[src/include/gpe_pkg.sv]
// Purpose: Shared constants and helpers for the port-5 and external
//          interrupt block.
// Assumes: Registers sit at full 32-bit byte addresses on AXI4-Lite.
// Notes:   Register reset values are kept here only; debounce field positions are also hard-coded in gpe_top.
`default_nettype none
package gpe_pkg;
    localparam logic [31:0] ADDR_CFG  = 32'hFFF83050;
    localparam logic [31:0] ADDR_DIR  = 32'hFFF83054;
    localparam logic [31:0] ADDR_OUT  = 32'hFFF83058;
    localparam logic [31:0] ADDR_IN   = 32'hFFF8305C;
    localparam logic [31:0] ADDR_DBN  = 32'hFFF83070;
    localparam logic [31:0] ADDR_XCFG = 32'hFFF83074;
    localparam logic [31:0] ADDR_STAT = 32'hFFF83078;
    localparam logic [31:0] ADDR_MASK = 32'hFFF8307C;

    localparam int NPIN  = 13;
    localparam int NLINE = 4;
    localparam int DIV_W = 7;

    localparam int DBN_SEL_LSB = 4;
    localparam int DBN_EN_LSB  = 0;
    localparam int XC_C_EN     = 7;
    localparam int XC_C_FLT    = 6;
    localparam int XC_C_TYPE   = 4;
    localparam int XC_B_EN     = 3;
    localparam int XC_B_FLT    = 2;
    localparam int XC_B_TYPE   = 0;
    localparam int PIN16_IDX   = 11;
    localparam int PIN17_IDX   = 12;

    localparam logic [1:0] FUNC_GPIO  = 2'h0;
    localparam logic [1:0] TRIG_LOW   = 2'h0;
    localparam logic [1:0] TRIG_HIGH  = 2'h1;
    localparam logic [1:0] TRIG_FALL  = 2'h2;
    localparam logic [1:0] TRIG_RISE  = 2'h3;
    localparam logic [1:0] RESP_OKAY  = 2'h0;
    localparam logic [1:0] RESP_SLVERR = 2'h2;

    localparam logic [25:0] RST_CFG  = 26'h0000000;
    localparam logic [12:0] RST_DIR  = 13'h0000;
    localparam logic [12:0] RST_OUT  = 13'h0000;
    localparam logic [4:0]  RST_DBN  = 5'h00;
    localparam logic [7:0]  RST_XCFG = 8'h00;
    localparam logic [1:0]  RST_STAT = 2'h0;
    localparam logic [1:0]  RST_MASK = 2'h0;

    function automatic logic trig_hit(input logic [1:0] kind,
                                      input logic       cur,
                                      input logic       prev);
        unique case (kind)
            TRIG_LOW:  trig_hit = !cur;
            TRIG_HIGH: trig_hit = cur;
            TRIG_FALL: trig_hit = prev && !cur;
            TRIG_RISE: trig_hit = !prev && cur;
        endcase
    endfunction : trig_hit

    function automatic logic [DIV_W-1:0] div_mask(input logic [2:0] sel);
        div_mask = DIV_W'((8'h01 << sel) - 8'h01);
    endfunction : div_mask
endpackage : gpe_pkg
`default_nettype wire

[src/include/gpe_filt_if.sv]
// Purpose: Carrier between the register top and the shared debouncer.
// Assumes: One clock domain.
// Notes:   Line order is pin16, pin17, line b, line c.
`timescale 1ns/1ns
`default_nettype none
interface gpe_filt_if;
    logic       sample_tick;
    logic [3:0] raw;
    logic [3:0] filt_en;
    logic [3:0] level;
    modport ctrl (output sample_tick, output raw, output filt_en,
                  input level);
    modport filt (input sample_tick, input raw, input filt_en,
                  output level);
endinterface : gpe_filt_if
`default_nettype wire

[src/verilog/gpe_filter.sv]
// Purpose: Synchroniser and debouncer for the four interrupt inputs.
// Assumes: sample_tick is a one-cycle pulse from the shared divider.
// Notes:   A filtered level moves only after two equal tick samples.
`timescale 1ns/1ns
`default_nettype none
module gpe_filter (
    input  wire logic  clock,
    input  wire logic  rst_n,
    gpe_filt_if.filt   fi
);
    logic [3:0] sy1_ff;
    logic [3:0] sy2_ff;
    logic [3:0] smp_ff;
    logic [3:0] lvl_ff;
    logic [3:0] nxt_smp;
    logic [3:0] nxt_lvl;

    // With its filter enabled, sample and level are updated only on a tick, so a pulse shorter
    // than one filter period never reaches the trigger logic.
    always_comb begin
        nxt_smp = smp_ff;
        nxt_lvl = lvl_ff;
        for (int k = 0; k < 4; k++) begin
            if (!fi.filt_en[k]) begin
                nxt_lvl[k] = sy2_ff[k];
            end else if (fi.sample_tick) begin
                nxt_smp[k] = sy2_ff[k];
                if (sy2_ff[k] == smp_ff[k]) begin
                    nxt_lvl[k] = sy2_ff[k];
                end
            end
        end
    end

    always_ff @(posedge clock or negedge rst_n) begin
        if (!rst_n) begin
            sy1_ff <= 4'hF;
            sy2_ff <= 4'hF;
            smp_ff <= 4'hF;
            lvl_ff <= 4'hF;
        end else begin
            sy1_ff <= fi.raw;
            sy2_ff <= sy1_ff;
            smp_ff <= nxt_smp;
            lvl_ff <= nxt_lvl;
        end
    end

    assign fi.level = lvl_ff;
endmodule : gpe_filter
`default_nettype wire

[src/verilog/gpe_top.sv]
// Purpose: Port-5 data path, debounce control and two external interrupt
//          lines with sticky status, behind an AXI4-Lite slave.
// Assumes: Pin inputs are synchronous to clock; one write and one read
//          at most are outstanding.
// Notes:   Pin drive is registered, so pins follow registers one cycle
//          late.
// Behaviour
// - A GPIO output pin drives its bit of the output value field.
// - Writes to reserved output register bits change nothing.
// - Input value field shows every pin level regardless of mode.
// - Reserved input value bits read as zero.
// - Debounce sample clock is bus clock divided by two to the select.
// - Debounce control bits 1 and 0 filter pin 17 and pin 16.
// - Line b events are accepted only while config bit 3 is set.
// - Enabled requests of lines b and c are ORed onto channel 31.
// - Config bit 6 routes line c through the shared debouncer.
// - Config bit 2 routes line b through the shared debouncer.
// - Status bit 1 marks line c trigger, bit 0 marks line b trigger.
// - Status bits stay set until software clears them.
// - Drive enable counts only when the pin function is GPIO.
//
// Decided for this implementation: register access over AXI4-Lite.
`timescale 1ns/1ns
`default_nettype none
module gpe_top (
    input  wire logic        clock,
    input  wire logic        rst_n,
    input  wire logic [31:0] s_axi_awaddr,
    input  wire logic        s_axi_awvalid,
    output logic             s_axi_awready,
    input  wire logic [31:0] s_axi_wdata,
    input  wire logic [3:0]  s_axi_wstrb,
    input  wire logic        s_axi_wvalid,
    output logic             s_axi_wready,
    output logic [1:0]       s_axi_bresp,
    output logic             s_axi_bvalid,
    input  wire logic        s_axi_bready,
    input  wire logic [31:0] s_axi_araddr,
    input  wire logic        s_axi_arvalid,
    output logic             s_axi_arready,
    output logic [31:0]      s_axi_rdata,
    output logic [1:0]       s_axi_rresp,
    output logic             s_axi_rvalid,
    input  wire logic        s_axi_rready,
    input  wire logic [12:0] port_pin_in,
    output logic [12:0]      port_pin_out,
    output logic [12:0]      port_pin_oe,
    input  wire logic [12:0] alt_func_out,
    input  wire logic [12:0] alt_func_oe,
    input  wire logic        ext_interrupt_line_b_n,
    input  wire logic        ext_interrupt_line_c_n,
    output logic             line_a0_level,
    output logic             line_a1_level,
    output logic             irq_ch31
);
    logic [25:0] cfg_ff;
    logic [12:0] dir_ff;
    logic [12:0] out_ff;
    logic [4:0]  dbn_ff;
    logic [7:0]  xcfg_ff;
    logic [1:0]  stat_ff;
    logic [1:0]  mask_ff;
    logic [25:0] nxt_cfg;
    logic [12:0] nxt_dir;
    logic [12:0] nxt_out;
    logic [4:0]  nxt_dbn;
    logic [7:0]  nxt_xcfg;
    logic [1:0]  nxt_stat;
    logic [1:0]  nxt_mask;

    logic        aw_got_ff;
    logic        w_got_ff;
    logic [31:0] awaddr_ff;
    logic [31:0] wdata_ff;
    logic [3:0]  wstrb_ff;
    logic        awready_ff;
    logic        wready_ff;
    logic        bvalid_ff;
    logic [1:0]  bresp_ff;
    logic        nxt_aw_got;
    logic        nxt_w_got;
    logic [31:0] nxt_awaddr;
    logic [31:0] nxt_wdata;
    logic [3:0]  nxt_wstrb;
    logic        nxt_bvalid;
    logic [1:0]  nxt_bresp;
    logic        wr_do;
    logic [31:0] wr_word;

    logic        arready_ff;
    logic        rvalid_ff;
    logic [31:0] rdata_ff;
    logic [1:0]  rresp_ff;
    logic        nxt_rvalid;
    logic [31:0] nxt_rdata;
    logic [1:0]  nxt_rresp;

    logic [gpe_pkg::DIV_W-1:0] div_ff;
    logic [1:0]  prev_ff;
    logic [1:0]  event_hit;
    logic [12:0] pin_out_ff;
    logic [12:0] pin_oe_ff;
    logic [12:0] nxt_pin_out;
    logic [12:0] nxt_pin_oe;
    logic [12:0] gpio_sel;
    logic        irq_ff;
    logic        a0_ff;
    logic        a1_ff;

    gpe_filt_if fbus ();

    gpe_filter u_filter (
        .clock (clock),
        .rst_n (rst_n),
        .fi    (fbus.filt)
    );

    function automatic logic [31:0] merge(input logic [31:0] old,
                                          input logic [31:0] data,
                                          input logic [3:0]  strb);
        for (int b = 0; b < 4; b++) begin
            merge[b*8 +: 8] = strb[b] ? data[b*8 +: 8] : old[b*8 +: 8];
        end
    endfunction : merge

    // Write channel: address and data are taken in either order.
    always_comb begin
        nxt_aw_got = aw_got_ff;
        nxt_w_got  = w_got_ff;
        nxt_awaddr = awaddr_ff;
        nxt_wdata  = wdata_ff;
        nxt_wstrb  = wstrb_ff;
        nxt_bvalid = bvalid_ff;
        nxt_bresp  = bresp_ff;
        wr_do      = aw_got_ff && w_got_ff && !bvalid_ff;
        if (s_axi_awvalid && awready_ff) begin
            nxt_aw_got = 1'b1;
            nxt_awaddr = s_axi_awaddr;
        end
        if (s_axi_wvalid && wready_ff) begin
            nxt_w_got = 1'b1;
            nxt_wdata = s_axi_wdata;
            nxt_wstrb = s_axi_wstrb;
        end
        if (bvalid_ff && s_axi_bready) begin
            nxt_bvalid = 1'b0;
        end
        if (wr_do) begin
            nxt_aw_got = 1'b0;
            nxt_w_got  = 1'b0;
            nxt_bvalid = 1'b1;
            unique case (awaddr_ff)
                gpe_pkg::ADDR_CFG, gpe_pkg::ADDR_DIR, gpe_pkg::ADDR_OUT,
                gpe_pkg::ADDR_IN, gpe_pkg::ADDR_DBN, gpe_pkg::ADDR_XCFG,
                gpe_pkg::ADDR_STAT, gpe_pkg::ADDR_MASK:
                    nxt_bresp = gpe_pkg::RESP_OKAY;
                default: nxt_bresp = gpe_pkg::RESP_SLVERR;
            endcase
        end
    end

    // Register file; the input value address takes writes as no-ops.
    always_comb begin
        nxt_cfg  = cfg_ff;
        nxt_dir  = dir_ff;
        nxt_out  = out_ff;
        nxt_dbn  = dbn_ff;
        nxt_xcfg = xcfg_ff;
        nxt_mask = mask_ff;
        nxt_stat = stat_ff;
        wr_word  = 32'h00000000;
        if (wr_do) begin
            unique case (awaddr_ff)
                gpe_pkg::ADDR_CFG: begin
                    wr_word = merge({6'h00, cfg_ff}, wdata_ff, wstrb_ff);
                    nxt_cfg = wr_word[25:0];
                end
                gpe_pkg::ADDR_DIR: begin
                    wr_word = merge({19'h0, dir_ff}, wdata_ff, wstrb_ff);
                    nxt_dir = wr_word[12:0];
                end
                gpe_pkg::ADDR_OUT: begin
                    wr_word = merge({19'h0, out_ff}, wdata_ff, wstrb_ff);
                    nxt_out = wr_word[12:0];
                end
                gpe_pkg::ADDR_DBN: begin
                    wr_word = merge({25'h0, dbn_ff[4:2], 2'h0, dbn_ff[1:0]},
                                    wdata_ff, wstrb_ff);
                    nxt_dbn = {wr_word[6:4], wr_word[1:0]};
                end
                gpe_pkg::ADDR_XCFG: begin
                    wr_word  = merge({24'h0, xcfg_ff}, wdata_ff, wstrb_ff);
                    nxt_xcfg = wr_word[7:0];
                end
                gpe_pkg::ADDR_MASK: begin
                    wr_word  = merge({30'h0, mask_ff}, wdata_ff, wstrb_ff);
                    nxt_mask = wr_word[1:0];
                end
                gpe_pkg::ADDR_STAT: begin
                    if (wstrb_ff[0]) begin
                        nxt_stat = stat_ff & ~wdata_ff[1:0];
                    end
                end
                default: wr_word = 32'h00000000;
            endcase
        end
        // A new event outranks a clear in the same cycle.
        nxt_stat = nxt_stat | event_hit;
    end

    // Read channel: one cycle from address to data.
    always_comb begin
        nxt_rvalid = rvalid_ff;
        nxt_rdata  = rdata_ff;
        nxt_rresp  = rresp_ff;
        if (rvalid_ff && s_axi_rready) begin
            nxt_rvalid = 1'b0;
        end
        if (s_axi_arvalid && arready_ff) begin
            nxt_rvalid = 1'b1;
            nxt_rresp  = gpe_pkg::RESP_OKAY;
            unique case (s_axi_araddr)
                gpe_pkg::ADDR_CFG:  nxt_rdata = {6'h00, cfg_ff};
                gpe_pkg::ADDR_DIR:  nxt_rdata = {19'h0, dir_ff};
                gpe_pkg::ADDR_OUT:  nxt_rdata = {19'h0, out_ff};
                gpe_pkg::ADDR_IN:   nxt_rdata = {19'h0, port_pin_in};
                gpe_pkg::ADDR_DBN:
                    nxt_rdata = {25'h0, dbn_ff[4:2], 2'h0, dbn_ff[1:0]};
                gpe_pkg::ADDR_XCFG: nxt_rdata = {24'h0, xcfg_ff};
                gpe_pkg::ADDR_STAT: nxt_rdata = {30'h0, stat_ff};
                gpe_pkg::ADDR_MASK: nxt_rdata = {30'h0, mask_ff};
                default: begin
                    nxt_rdata = 32'h00000000;
                    nxt_rresp = gpe_pkg::RESP_SLVERR;
                end
            endcase
        end
    end

    // Divider tick: every 2^select cycles, one cycle wide.
    assign fbus.sample_tick = (div_ff & gpe_pkg::div_mask(dbn_ff[4:2]))
                              == gpe_pkg::div_mask(dbn_ff[4:2]);
    assign fbus.raw     = {ext_interrupt_line_c_n, ext_interrupt_line_b_n,
                           port_pin_in[gpe_pkg::PIN17_IDX],
                           port_pin_in[gpe_pkg::PIN16_IDX]};
    assign fbus.filt_en = {xcfg_ff[gpe_pkg::XC_C_FLT],
                           xcfg_ff[gpe_pkg::XC_B_FLT],
                           dbn_ff[1:0]};

    // Level triggers fire every cycle they hold, so software must remove
    // the cause before its clear can stick.
    always_comb begin
        event_hit[0] = xcfg_ff[gpe_pkg::XC_B_EN] &&
            gpe_pkg::trig_hit(xcfg_ff[gpe_pkg::XC_B_TYPE +: 2],
                              fbus.level[2], prev_ff[0]);
        event_hit[1] = xcfg_ff[gpe_pkg::XC_C_EN] &&
            gpe_pkg::trig_hit(xcfg_ff[gpe_pkg::XC_C_TYPE +: 2],
                              fbus.level[3], prev_ff[1]);
    end

    always_comb begin
        for (int i = 0; i < gpe_pkg::NPIN; i++) begin
            gpio_sel[i] = cfg_ff[i*2 +: 2] == gpe_pkg::FUNC_GPIO;
            nxt_pin_out[i] = gpio_sel[i] ? out_ff[i] : alt_func_out[i];
            nxt_pin_oe[i]  = gpio_sel[i] ? dir_ff[i] : alt_func_oe[i];
        end
    end

    always_ff @(posedge clock or negedge rst_n) begin
        if (!rst_n) begin
            cfg_ff     <= gpe_pkg::RST_CFG;
            dir_ff     <= gpe_pkg::RST_DIR;
            out_ff     <= gpe_pkg::RST_OUT;
            dbn_ff     <= gpe_pkg::RST_DBN;
            xcfg_ff    <= gpe_pkg::RST_XCFG;
            stat_ff    <= gpe_pkg::RST_STAT;
            mask_ff    <= gpe_pkg::RST_MASK;
            aw_got_ff  <= 1'b0;
            w_got_ff   <= 1'b0;
            awaddr_ff  <= 32'h00000000;
            wdata_ff   <= 32'h00000000;
            wstrb_ff   <= 4'h0;
            awready_ff <= 1'b1;
            wready_ff  <= 1'b1;
            bvalid_ff  <= 1'b0;
            bresp_ff   <= 2'h0;
            arready_ff <= 1'b1;
            rvalid_ff  <= 1'b0;
            rdata_ff   <= 32'h00000000;
            rresp_ff   <= 2'h0;
            div_ff     <= '0;
            prev_ff    <= 2'h3;
            pin_out_ff <= 13'h0000;
            pin_oe_ff  <= 13'h0000;
            irq_ff     <= 1'b0;
            a0_ff      <= 1'b1;
            a1_ff      <= 1'b1;
        end else begin
            cfg_ff     <= nxt_cfg;
            dir_ff     <= nxt_dir;
            out_ff     <= nxt_out;
            dbn_ff     <= nxt_dbn;
            xcfg_ff    <= nxt_xcfg;
            stat_ff    <= nxt_stat;
            mask_ff    <= nxt_mask;
            aw_got_ff  <= nxt_aw_got;
            w_got_ff   <= nxt_w_got;
            awaddr_ff  <= nxt_awaddr;
            wdata_ff   <= nxt_wdata;
            wstrb_ff   <= nxt_wstrb;
            awready_ff <= !nxt_aw_got && !nxt_bvalid;
            wready_ff  <= !nxt_w_got && !nxt_bvalid;
            bvalid_ff  <= nxt_bvalid;
            bresp_ff   <= nxt_bresp;
            arready_ff <= !nxt_rvalid;
            rvalid_ff  <= nxt_rvalid;
            rdata_ff   <= nxt_rdata;
            rresp_ff   <= nxt_rresp;
            div_ff     <= div_ff + gpe_pkg::DIV_W'(1);
            prev_ff    <= fbus.level[3:2];
            pin_out_ff <= nxt_pin_out;
            pin_oe_ff  <= nxt_pin_oe;
            irq_ff     <= |(stat_ff & mask_ff);
            a0_ff      <= fbus.level[0];
            a1_ff      <= fbus.level[1];
        end
    end

    assign s_axi_awready = awready_ff;
    assign s_axi_wready  = wready_ff;
    assign s_axi_bvalid  = bvalid_ff;
    assign s_axi_bresp   = bresp_ff;
    assign s_axi_arready = arready_ff;
    assign s_axi_rvalid  = rvalid_ff;
    assign s_axi_rdata   = rdata_ff;
    assign s_axi_rresp   = rresp_ff;
    assign port_pin_out  = pin_out_ff;
    assign port_pin_oe   = pin_oe_ff;
    assign line_a0_level = a0_ff;
    assign line_a1_level = a1_ff;
    assign irq_ch31      = irq_ff;
endmodule : gpe_top
`default_nettype wire

[config.mk]
export PLATFORM = sky130hd
export DESIGN_NAME = gpe_top
export DESIGN_NICKNAME = d
export VERILOG_FILES = /design/src/include/gpe_pkg.sv /design/src/include/gpe_filt_if.sv /design/src/verilog/gpe_filter.sv /design/src/verilog/gpe_top.sv
export SDC_FILE = /design/constraint.sdc
export NUM_CORES = 1
export LEC_CHECK = 0
export BUFFER_PORTS_ARGS = -buffer_cell sky130_fd_sc_hd__buf_2
export CAP_MARGIN = 20
export CORE_UTILIZATION = 45
export DETAILED_ROUTE_END_ITERATION = 8
export PLACE_DENSITY = 0.74
export SYNTH_ARGS = -nofsm -noshare
export SYNTH_HDL_FRONTEND = slang
export SYNTH_HIERARCHICAL = 1
export SYNTH_SLANG_ARGS = --single-unit
[constraint.sdc]
create_clock -name clock -period 5.4 [get_ports clock]
set_input_delay 1.08 -clock clock [delete_from_list [all_inputs] [get_ports clock]]
set_output_delay 1.08 -clock clock [all_outputs]
set_load 0.01 [all_outputs]
==> impl_results.md, run 1 <==
* Outcome: complete, no violations
* Vias per inst at 5.292
* Async set-or-reset flop fraction in the synthesized netlist at 1.000
* Net Sw Power at 1.067 mW
* Synth warnings at 6
* Internal at 3.238 mW
* Mux cell area share after synthesis at 0.2276
* Cells after synthesis at 671
* RD Place Congestion at 0.7926
* Crit Path Category: reg -> reg
* Clock-pin slew on the worst setup and hold paths at 0.06 ns
* Combinational family with the most area after synthesis: multiplexers
* Net Sw Frac at 0.2479
* FF-to-FF path depth at 4
* EDFF count, synth at 0
* Worst reg2reg path startpoint: awaddr_ff[18]$_DFFE_PN0P_
* CP Launch Type: register
* DR pass1 iterations at 5
* IO Count at 218
* Final setup fails at 0
* CTS Buffer Depth at 3
* CTS tree: yes
* Initial DRC count at 242
* Most common cell after layout, fill and taps aside: buf_2
* FF-to-FF End: out_ff[2]$_DFFE_PN0P_
* Fmax at 355.4 MHz
* P_leak at 5.556 nW
* Sum Neg Setup Slack at 0 ns
* Critical path's largest stage delay at 0.87 ns
* Flop2flop setup slack at 2.59 ns
* DP Wirelength at 15.33 mm
* Final min period at 2.814 ns
* Core Area at 20230 µm²
* Post-route setup slack at 2.586 ns
* CTS H-tree lvls at 1
* Power per cell area at 379.4 nW/µm²
* Crit path cell chain: nand4bb_1 > or4_1 > nor4b_4 > mux2_2
* Via count at 6192
* Wirelength per Cell at 18.47 µm
* Layout area overhead at 22.22%
* Starting Density at 0.4588
* # resized after CTS at 0
* Maxcap violations at 0
* Final Hold Viols at 0
* First-pass GRT wire length at 34.30 mm
* Unrepaired setup endpoints after global routing: false
* Slew @ Worst Pin at 1.013 ns
* Sequential share of power at 0.495
* Clock sinks at 220
* Final layout net count at 1032
* CP startpoint: awaddr_ff[18]$_DFFE_PN0P_
* Peak supply drop at 254.8 µV
* Yosys top cell area share at 0.5310
* Initial antenna violation count at 2
* Synth top area cells: dfrtp_1, mux2_2, dfstp_2, mux4_2, nand2_1
* Mapped Avg Cell Area at 13.84 µm²
* Grt total ovfl at 0
* Post-CTS Setup Inserts at 0
* Buffers & Inverters on Critical Path at 0
* Critical path's top delay family: simple AND/OR/NAND/NOR gates
* Synth Flop Type: dfrtp_1
* Slew margin rel. at 0.3248
* Cell variety after synth at 54
* Share of cells above drive strength 1 at 0.5178
* # hold bufs at CTS at 0
* Most frequent cells in the layout: buf_2, dfrtp_1, mux2_2
* Post-synth top area cell: dfrtp_1
* Crit end category: register
* DR DRC count at 0
* Tot Pwr at 4.306 mW
* Vias in the first global route at 6395
* Worst path required time at 5.79 ns
* CTS Buf Count at 23
* Hold Path Class: reg -> reg
* Clock Power Share at 0.371
* DIE AREA at 21210 µm²
* Final Cycle Share at 0.5211
* Die W at 145.6 µm
* Levels on crit path at 4
* Final WL at 21.61 mm
* Die Y at 145.6 µm
* Flops & latches, synth at 220
* Skew final at 0.01064 ns
* Sequential fraction of the synthesis area at 0.5961
* Num rows at 52
* I/O Buffers at 203
* Placed cells at 1127
* Slew Viols, Final at 0
* Post-Synth Simple-Gate Area at 0.09987
* Synth Area in Compound Gates at 0.04488
* Final Non-Filler Cells at 1170
* Adder-Cell Fraction of Synth Area at 0.001348
* Pin count of the biggest net entering global routing at 136
* WP data arrival at 3.20 ns
* Critical-path maximum fanout at 10
* Total Routing Usage GR at 0.2073
* Crit-path slowest cell: nor4b_4
* Synth Area in XOR/XNOR at 0.006604
* CTS Root Cell: clkbuf_16
* Placement Setup Slack at 2.215 ns
* DRT antenna net count at 0
* Comb pwr share at 0.133
* Post-synth design cell area at 9284 µm²
* Crit path to: out_ff[2]$_DFFE_PN0P_
* Worst-skew pair later-pin latency at 0.50 ns
[power groups by stage]
stage               Sequential, mW  Clock [mW]  Combinational (mW)
CTS                           2.13        1.63               0.583
floorplan                     2.09           0               0.413
global placement              2.14           0               0.558
finish                        2.13        1.60               0.574
detailed placement            2.16           0               0.580
global route                  2.17        1.70               0.636
[cells in the mapped netlist (9+ instances only)]
cell type / instances
dfstp_2: 23
nand3_1: 32
dfrtp_1: 197
o21ai_0: 12
nand2_1: 48
nor2_1: 26
buf_4: 9
mux2_2: 157
nand4_1: 11
inv_1: 11
clkbuf_1: 11
nor2b_1: 9
mux4_2: 10
o21ai_1: 14
[sequential cells by signal (all words and copies together) (netlist names), 2 cells and up]
signal and count:
wdata_ff 26, s_axi_rdata 26, u_filter/sy1_ff 4, u_filter/smp_ff 4
cfg_ff 26, awaddr_ff 32, out_ff 13, u_filter/fi.level 4
div_ff 7, stat_ff 2, port_pin_out 13, mask_ff 2
port_pin_oe 13, wstrb_ff 4, u_filter/sy2_ff 4, dbn_ff 5
dir_ff 13, xcfg_ff 8, prev_ff 2
[cell type report]
cell class	instances	area, µm²
Clock buffer	33	693.2
Multi-Input combinational cell	416	3561
Clock inverter	7	85.08
Fill cell	1679	8887
Antenna cell	2	5.005
Sequential cell	220	5534
Tap cell	270	337.8
Inverter	11	41.29
Timing Repair Buffer	211	1090
[routing by layer]
layer  global-route usage  wire length [µm]  up-vias
met1               0.2829              9188     3086
met5                    0                 0        -
met4              0.07789               747        0
li1                     -                 -     2840
met3              0.04828              1492       47
met2               0.3240             10180      219
[stage by stage]
| stage | area (µm²) | utilization | hold WS, ns |
|---|---|---|---|
| floorplan | 9310 | - | 0.3452 |
| global placement | 10550 | 0.5215 | 0.3467 |
| detailed placement | 10550 | 0.5215 | 0.3479 |
| CTS | 11330 | 0.5600 | 0.3512 |
| global route | 11340 | 0.5607 | 0.3561 |
| finish | 11350 | 0.5608 | 0.3504 |
[worst min-delay path by stage]
stage                     cells past startpoint                    startpoint  slack (ns)                      endpoint
after floorplan                               0  u_filter/sy1_ff[0]$_DFF_PN1_        0.35  u_filter/sy2_ff[0]$_DFF_PN1_
after global placement                        0  u_filter/sy1_ff[1]$_DFF_PN1_        0.35  u_filter/sy2_ff[1]$_DFF_PN1_
after detailed placement                      0  u_filter/sy1_ff[3]$_DFF_PN1_        0.35  u_filter/sy2_ff[3]$_DFF_PN1_
after CTS                                     0  u_filter/sy1_ff[3]$_DFF_PN1_        0.35  u_filter/sy2_ff[3]$_DFF_PN1_
after global routing                          0  u_filter/sy1_ff[3]$_DFF_PN1_        0.36  u_filter/sy2_ff[3]$_DFF_PN1_
final                                         0  u_filter/sy1_ff[3]$_DFF_PN1_        0.35  u_filter/sy2_ff[3]$_DFF_PN1_
[cell families after synthesis]
group,after synthesis
DFF,220
other,1
AOI/OAI and AO/OA,62
buffers and inverters,42
xor gates and xnor gates,7
and+or+nand+nor,161
adders and majority gates,1
muxes,177
No activity file was read; power rests on OpenSTA's default activity.
==> inputs of run 2 (changes only) <==
--- a/config.mk
+++ b/config.mk
@@ -9,7 +9,7 @@
 export CAP_MARGIN = 20
 export CORE_UTILIZATION = 45
 export DETAILED_ROUTE_END_ITERATION = 8
-export PLACE_DENSITY = 0.74
+export PLACE_DENSITY = 0.76
 export SYNTH_ARGS = -nofsm -noshare
 export SYNTH_HDL_FRONTEND = slang
 export SYNTH_HIERARCHICAL = 1
==> constraint.sdc (replaced) <==
create_clock -name clock -period 2.5 [get_ports clock]
set_input_delay 0.5 -clock clock [delete_from_list [all_inputs] [get_ports clock]]
set_output_delay 0.5 -clock clock [all_outputs]
set_load 0.01 [all_outputs]
==> impl_results.md, run 2 (same netlist as run 1, synthesis figures left out) <==
* WP data arrival at 2.67 ns (-0.53 ns)
* Hold Path Class: in -> reg
* Layout area overhead at 24.31%
* Cell area after layout at 11540 µm² (+1.7%)
* P_leak at 5.665 nW (+1.9%)
* Die Y at 145.6 µm (unchanged)
* Slew Viols, Final at 0 (unchanged)
* CTS H-tree lvls at 1 (unchanged)
* Most common cell after layout, fill and taps aside: buf_2
* Worst-skew pair later-pin latency at 0.51 ns (about the same)
* Final Non-Filler Cells at 1190 (+1.7%)
* Starting Density at 0.4588 (unchanged)
* Post-route setup slack at 0.2191 ns (-2.367 ns)
* CP Launch Type: register
* Flop2flop setup slack at 0.22 ns (-2.37 ns)
* Pin count of the biggest net entering global routing at 69 (-49%)
* Num rows at 52 (unchanged)
* Final setup fails at 0 (unchanged)
* Dpl cell area at 10730 µm² (+1.6%)
* Vias in the first global route at 6436 (+0.64%)
* CTS Buffer Depth at 3 (unchanged)
* DR pass1 iterations at 5 (unchanged)
* Hold path start: ext_interrupt_line_c_n
* Worst reg2reg path startpoint: awaddr_ff[18]$_DFFE_PN0P_
* Peak supply drop at 847.7 µV (+230%)
* Power per cell area at 816.7 nW/µm² (+120%)
* Maxcap violations at 0 (unchanged)
* Slew margin rel. at 0.6241 (+0.2993)
* Final min period at 2.281 ns (-0.5328 ns)
* DRT antenna net count at 0 (unchanged)
* Skew final at 0.008619 ns (-0.002022 ns)
* CTS Buf Count at 24 (+4.3%)
* Fmax at 438.4 MHz (+23%)
* Final Hold Viols at 0 (unchanged)
* Crit path to: mask_ff[0]$_DFFE_PN0P_
* First-pass GRT wire length at 34.42 mm (+0.36%)
* Fillers at 1670 (-0.54%)
* CP startpoint: awaddr_ff[18]$_DFFE_PN0P_
* DP Wirelength at 15.53 mm (+1.3%)
* Final WL at 21.38 mm (-1.1%)
* Register area at 5534 µm² (unchanged)
* Final core occ at 0.5704 (+0.009585)
* Hold_ws at 0.08804 ns (-0.2623 ns)
* Unrepaired setup endpoints after global routing: false
* Sum Neg Setup Slack at 0 ns (unchanged)
* Crit Path Category: reg -> reg
* Total Routing Usage GR at 0.2068 (-0.0004183)
* Grt total ovfl at 0 (unchanged)
* IO Count at 218 (unchanged)
* Crit end category: register
* Final Cycle Share at 0.9123 (+0.3913)
* Critical-path maximum fanout at 10 (unchanged)
* Final layout net count at 1051 (+1.8%)
* Initial DRC count at 292 (+21%)
* RD Place Congestion at 0.8137 (+2.7%)
* Via count at 6143 (-0.79%)
* CTS Root Cell: clkbuf_16
* Slew @ Worst Pin at 0.5638 ns (-0.4490 ns)
* Reg with most FFs: awaddr_ff
* Wirelength per Cell at 17.97 µm (-2.7%)
* Die W at 145.6 µm (unchanged)
* Clock-pin slew on the worst setup and hold paths at 0.06 ns (about the same)
* Core Area at 20230 µm² (unchanged)
* DR DRC count at 0 (unchanged)
* Most frequent cells in the layout: buf_2, dfrtp_1, mux2_2
* Tot Pwr at 9.425 mW (+120%)
* FF-to-FF path depth at 5 (+1)
* Vias per inst at 5.162 (-2.5%)
* Post-CTS Setup Inserts at 0 (unchanged)
* Placed cells at 1145 (+1.6%)
* CTS tree: yes
* Worst path required time at 2.89 ns (-2.90 ns)
* Share of cells above drive strength 1 at 0.5223 (+0.004489)
* Initial antenna violation count at 2 (unchanged)
* Max reg flops at 32 (unchanged)
* I/O Buffers at 203 (unchanged)
* DIE AREA at 21210 µm² (unchanged)
* Outcome: complete, no violations
* Clock sinks at 220 (unchanged)
* FF-to-FF End: mask_ff[0]$_DFFE_PN0P_
* Placement Setup Slack at 0.03586 ns (-2.179 ns)
* Multi-input logic area at 3561 µm² (unchanged)
==> run 2: how the worst min path moves through the flow <==
stage | to | slack, ns | cells after the start
4_1_cts | u_filter/sy1_ff[3]$_DFF_PN1_ | 0.07 | 1
2_1_floorplan | aw_got_ff$_DFF_PN0_ | 0.20 | 0
3_3_place_gp | u_filter/sy2_ff[0]$_DFF_PN1_ | 0.35 | 0
5_1_grt | u_filter/sy1_ff[2]$_DFF_PN1_ | 0.07 | 1
3_5_place_dp | u_filter/sy2_ff[1]$_DFF_PN1_ | 0.35 | 0
6_report | u_filter/sy1_ff[3]$_DFF_PN1_ | 0.09 | 1
==> run 2: what timing repair did <==
action / 4_1_cts / 5_1_grt
hold endpoints to repair: 54 / 0
hold buffers: 1 / 0
gates resized for setup: 0 / 0
==> run 2: worst max-delay path, cell delays in order (launching register included) <==
cell	delay [ns]
dfrtp_1	0.37
nand4bb_1	0.20
or4_1	0.48
buf_4	0.22
nor4_1	0.49
mux2_2	0.40
==> run 2: metal layers <==
metal,GRT usage,part of all wire,vias to the layer above
met5,0,0,-
met4,0.07105,0.030,0
met3,0.04451,0.062,43
met2,0.3267,0.46,207
met1,0.2845,0.45,3013
li1,-,-,2880
==> run 2: cell type report <==
class / instances / share of cell area
antenna: 1 / 0.0002168
clock buffer: 34 / 0.05887
clock inverter: 9 / 0.01073
inverter: 11 / 0.003578
multi-input combinational: 416 / 0.3085
sequential: 220 / 0.4795
tap: 270 / 0.02927
timing repair buffer: 229 / 0.1093
==> run 2: power breakdown <==
| part | internal, mW | total [mW] | leakage [nW] | switching (mW) |
|---|---|---|---|---|
| clock | 2.20 | 3.57 | 0.397 | 1.37 |
| combinational | 0.730 | 1.26 | 2.44 | 0.531 |
| sequential | 4.16 | 4.60 | 2.83 | 0.435 |
| total | 7.09 | 9.43 | 5.66 | 2.33 |
==> inputs of run 3 (changes only) <==
--- a/config.mk
+++ b/config.mk
@@ -7,9 +7,9 @@
 export LEC_CHECK = 0
 export BUFFER_PORTS_ARGS = -buffer_cell sky130_fd_sc_hd__buf_2
 export CAP_MARGIN = 20
-export CORE_UTILIZATION = 45
+export CORE_UTILIZATION = 46
 export DETAILED_ROUTE_END_ITERATION = 8
-export PLACE_DENSITY = 0.76
+export PLACE_DENSITY = 0.75
 export SYNTH_ARGS = -nofsm -noshare
 export SYNTH_HDL_FRONTEND = slang
 export SYNTH_HIERARCHICAL = 1
==> constraint.sdc (replaced) <==
create_clock -name clock -period 2.85 [get_ports clock]
set_input_delay 0.1425 -clock clock [delete_from_list [all_inputs] [get_ports clock]]
set_output_delay 0.1425 -clock clock [all_outputs]
set_load 0.01 [all_outputs]
==> impl_results.md, run 3 (same netlist as run 1, synthesis figures left out) <==
* Initial DRC count at 308 (+5.5%)
* Final core occ at 0.6302 (+0.05982)
* Final WL at 23.90 mm (+12%)
* Vias per inst at 5.251 (+1.7%)
* Final min period at 2.576 ns (+0.2956 ns)
* Peak supply drop at 458.7 µV (-46%)
* Most common cell after layout, fill and taps aside: buf_2
* P_leak at 6.004 nW (+6.0%)
* Unrepaired setup endpoints after global routing: false
* Sum Neg Setup Slack at 0 ns (unchanged)
* Slew Viols, Final at 0 (unchanged)
* Hold path start: s_axi_araddr[12]
* Placement Setup Slack at 0.2869 ns (+0.2510 ns)
* Clock sinks at 220 (unchanged)
* Num rows at 51 (-1.9%)
* Share of cells above drive strength 1 at 0.4683 (-0.05405)
* Post-route setup slack at 0.2735 ns (+0.05438 ns)
* First-pass GRT wire length at 37.04 mm (+7.6%)
* Final setup fails at 0 (unchanged)
* Final Hold Viols at 0 (unchanged)
* Fmax at 388.1 MHz (-11%)
* Worst reg2reg path startpoint: awaddr_ff[18]$_DFFE_PN0P_
* Vias in the first global route at 6966 (+8.2%)
* Dpl cell area at 10630 µm² (-0.92%)
* Slew margin rel. at 0.4758 (-0.1483)
* Crit end category: register
* CTS tree: yes
* Grt total ovfl at 0 (unchanged)
* DRT antenna net count at 0 (unchanged)
* Fillers at 1508 (-9.7%)
* Final Non-Filler Cells at 1273 (+7.0%)
* Placed cells at 1131 (-1.2%)
* Wirelength per Cell at 18.78 µm (+4.5%)
* Outcome: complete, no violations
* IO Count at 218 (unchanged)
* Post-CTS Setup Inserts at 0 (unchanged)
* Maxcap violations at 0 (unchanged)
* Final Cycle Share at 0.9040 (-0.008315)
* CP Launch Type: register
* Via count at 6685 (+8.8%)
* Tot Pwr at 8.307 mW (-12%)
* DP Wirelength at 15.84 mm (+2.0%)
* FF-to-FF path depth at 4 (-1)
* Power per cell area at 670.7 nW/µm² (-18%)
* Initial antenna violation count at 0 (-2)
* CTS H-tree lvls at 1 (unchanged)
* Layout area overhead at 33.41%
* Die W at 144.1 µm (-1.1%)
* Hold depth at 4 (+3)
* Cell area after layout at 12390 µm² (+7.3%)
* Worst path required time at 3.25 ns (+0.36 ns)
* Flop2flop setup slack at 0.27 ns (+0.05 ns)
* Skew final at 0.009468 ns (+0.0008494 ns)
* Register area at 5534 µm² (unchanged)
* CTS Root Cell: clkbuf_16
* Core Area at 19650 µm² (-2.9%)
* Most frequent cells in the layout: buf_2, dfrtp_1, mux2_2
* Hold Path Class: in -> reg
* Crit Path Category: reg -> reg
* I/O Buffers at 203 (unchanged)
* Multi-input logic area at 3561 µm² (unchanged)
* Critical-path maximum fanout at 10 (unchanged)
* DR pass1 iterations at 4 (-1)
* Reg with most FFs: awaddr_ff
* Max reg flops at 32 (unchanged)
* Clock-pin slew on the worst setup and hold paths at 0.06 ns (about the same)
* CTS Buffer Depth at 3 (unchanged)
* Starting Density at 0.4724 (+0.01355)
* Worst-skew pair later-pin latency at 0.51 ns (about the same)
* CTS Buf Count at 24 (unchanged)
* Total Routing Usage GR at 0.2355 (+0.02868)
* Die Y at 144.1 µm (-1.1%)
* WP data arrival at 2.97 ns (+0.30 ns)
* Worst Hold End: s_axi_rresp[1]$_DFFE_PN0P_
* FF-to-FF End: dir_ff[9]$_DFFE_PN0P_
* Final layout net count at 1140 (+8.5%)
* DIE AREA at 20750 µm² (-2.1%)
* RD Place Congestion at 0.8149 (+0.15%)
* DR DRC count at 0 (unchanged)
* Pin count of the biggest net entering global routing at 84 (+22%)
* Hold_ws at 0.07124 ns (-0.01680 ns)
* Slew @ Worst Pin at 0.7754 ns (+0.2116 ns)
* Final antenna diode count at 0 (-1)
==> run 3: cell types whose count changed in the layout (fill, tap and decap cells not counted), sizes merged <==
cell / before / now
dlygate4sd3: 1 / 98
buf: 228 / 220
bufinv: 3 / 1
clkbuf: 34 / 36
clkinv: 5 / 6
diode: 1 / 0
inv: 12 / 11
==> run 3: worst max-delay path, stage by stage (launching register included) <==
cell,delay (ns)
dfrtp_1,0.37
nand4bb_1,0.21
or4_1,0.82
nor3_2,0.64
mux2_2,0.41
==> run 3: worst max-delay path by stage <==
stage / startpoint / endpoint / slack, ns / depth (start not counted)
after CTS: awaddr_ff[18]$_DFFE_PN0P_ / dir_ff[9]$_DFFE_PN0P_ / 0.27 / 4
after global routing: awaddr_ff[18]$_DFFE_PN0P_ / dir_ff[12]$_DFFE_PN0P_ / 0.19 / 4
after global placement: awaddr_ff[18]$_DFFE_PN0P_ / dir_ff[8]$_DFFE_PN0P_ / 0.35 / 4
final: awaddr_ff[18]$_DFFE_PN0P_ / dir_ff[9]$_DFFE_PN0P_ / 0.27 / 4
after floorplan: awaddr_ff[18]$_DFFE_PN0P_ / out_ff[0]$_DFFE_PN0P_ / 0.72 / 5
after detailed placement: awaddr_ff[18]$_DFFE_PN0P_ / dir_ff[11]$_DFFE_PN0P_ / 0.29 / 4
==> run 3: per-layer routing <==
metal	up-vias	track usage	part of all wire
li1	3039	-	-
met1	3334	0.3040	0.41
met4	0	0.07839	0.026
met3	49	0.03510	0.062
met2	263	0.4058	0.50
met5	-	0	0
==> run 3: repair_timing <==
item,4_1_cts,5_1_grt
resized for setup,0,0
hold buffers,98,0
hold endpoints to repair,170,0
setup endpoints to repair,0,0
==> run 3: area by class of cell <==
cell class / count / area share
Tap cell: 265 / 0.02677
Multi-Input combinational cell: 416 / 0.2875
Clock inverter: 7 / 0.005758
Sequential cell: 220 / 0.4468
Clock buffer: 36 / 0.05617
Timing Repair Buffer: 318 / 0.1737
Inverter: 11 / 0.003334
==> run 3: where the power goes <==
group | internal (mW) | total, mW | switching [mW]
clock network | 1.78 | 3.01 | 1.24
registers | 3.65 | 4.07 | 0.423
logic | 0.721 | 1.22 | 0.502
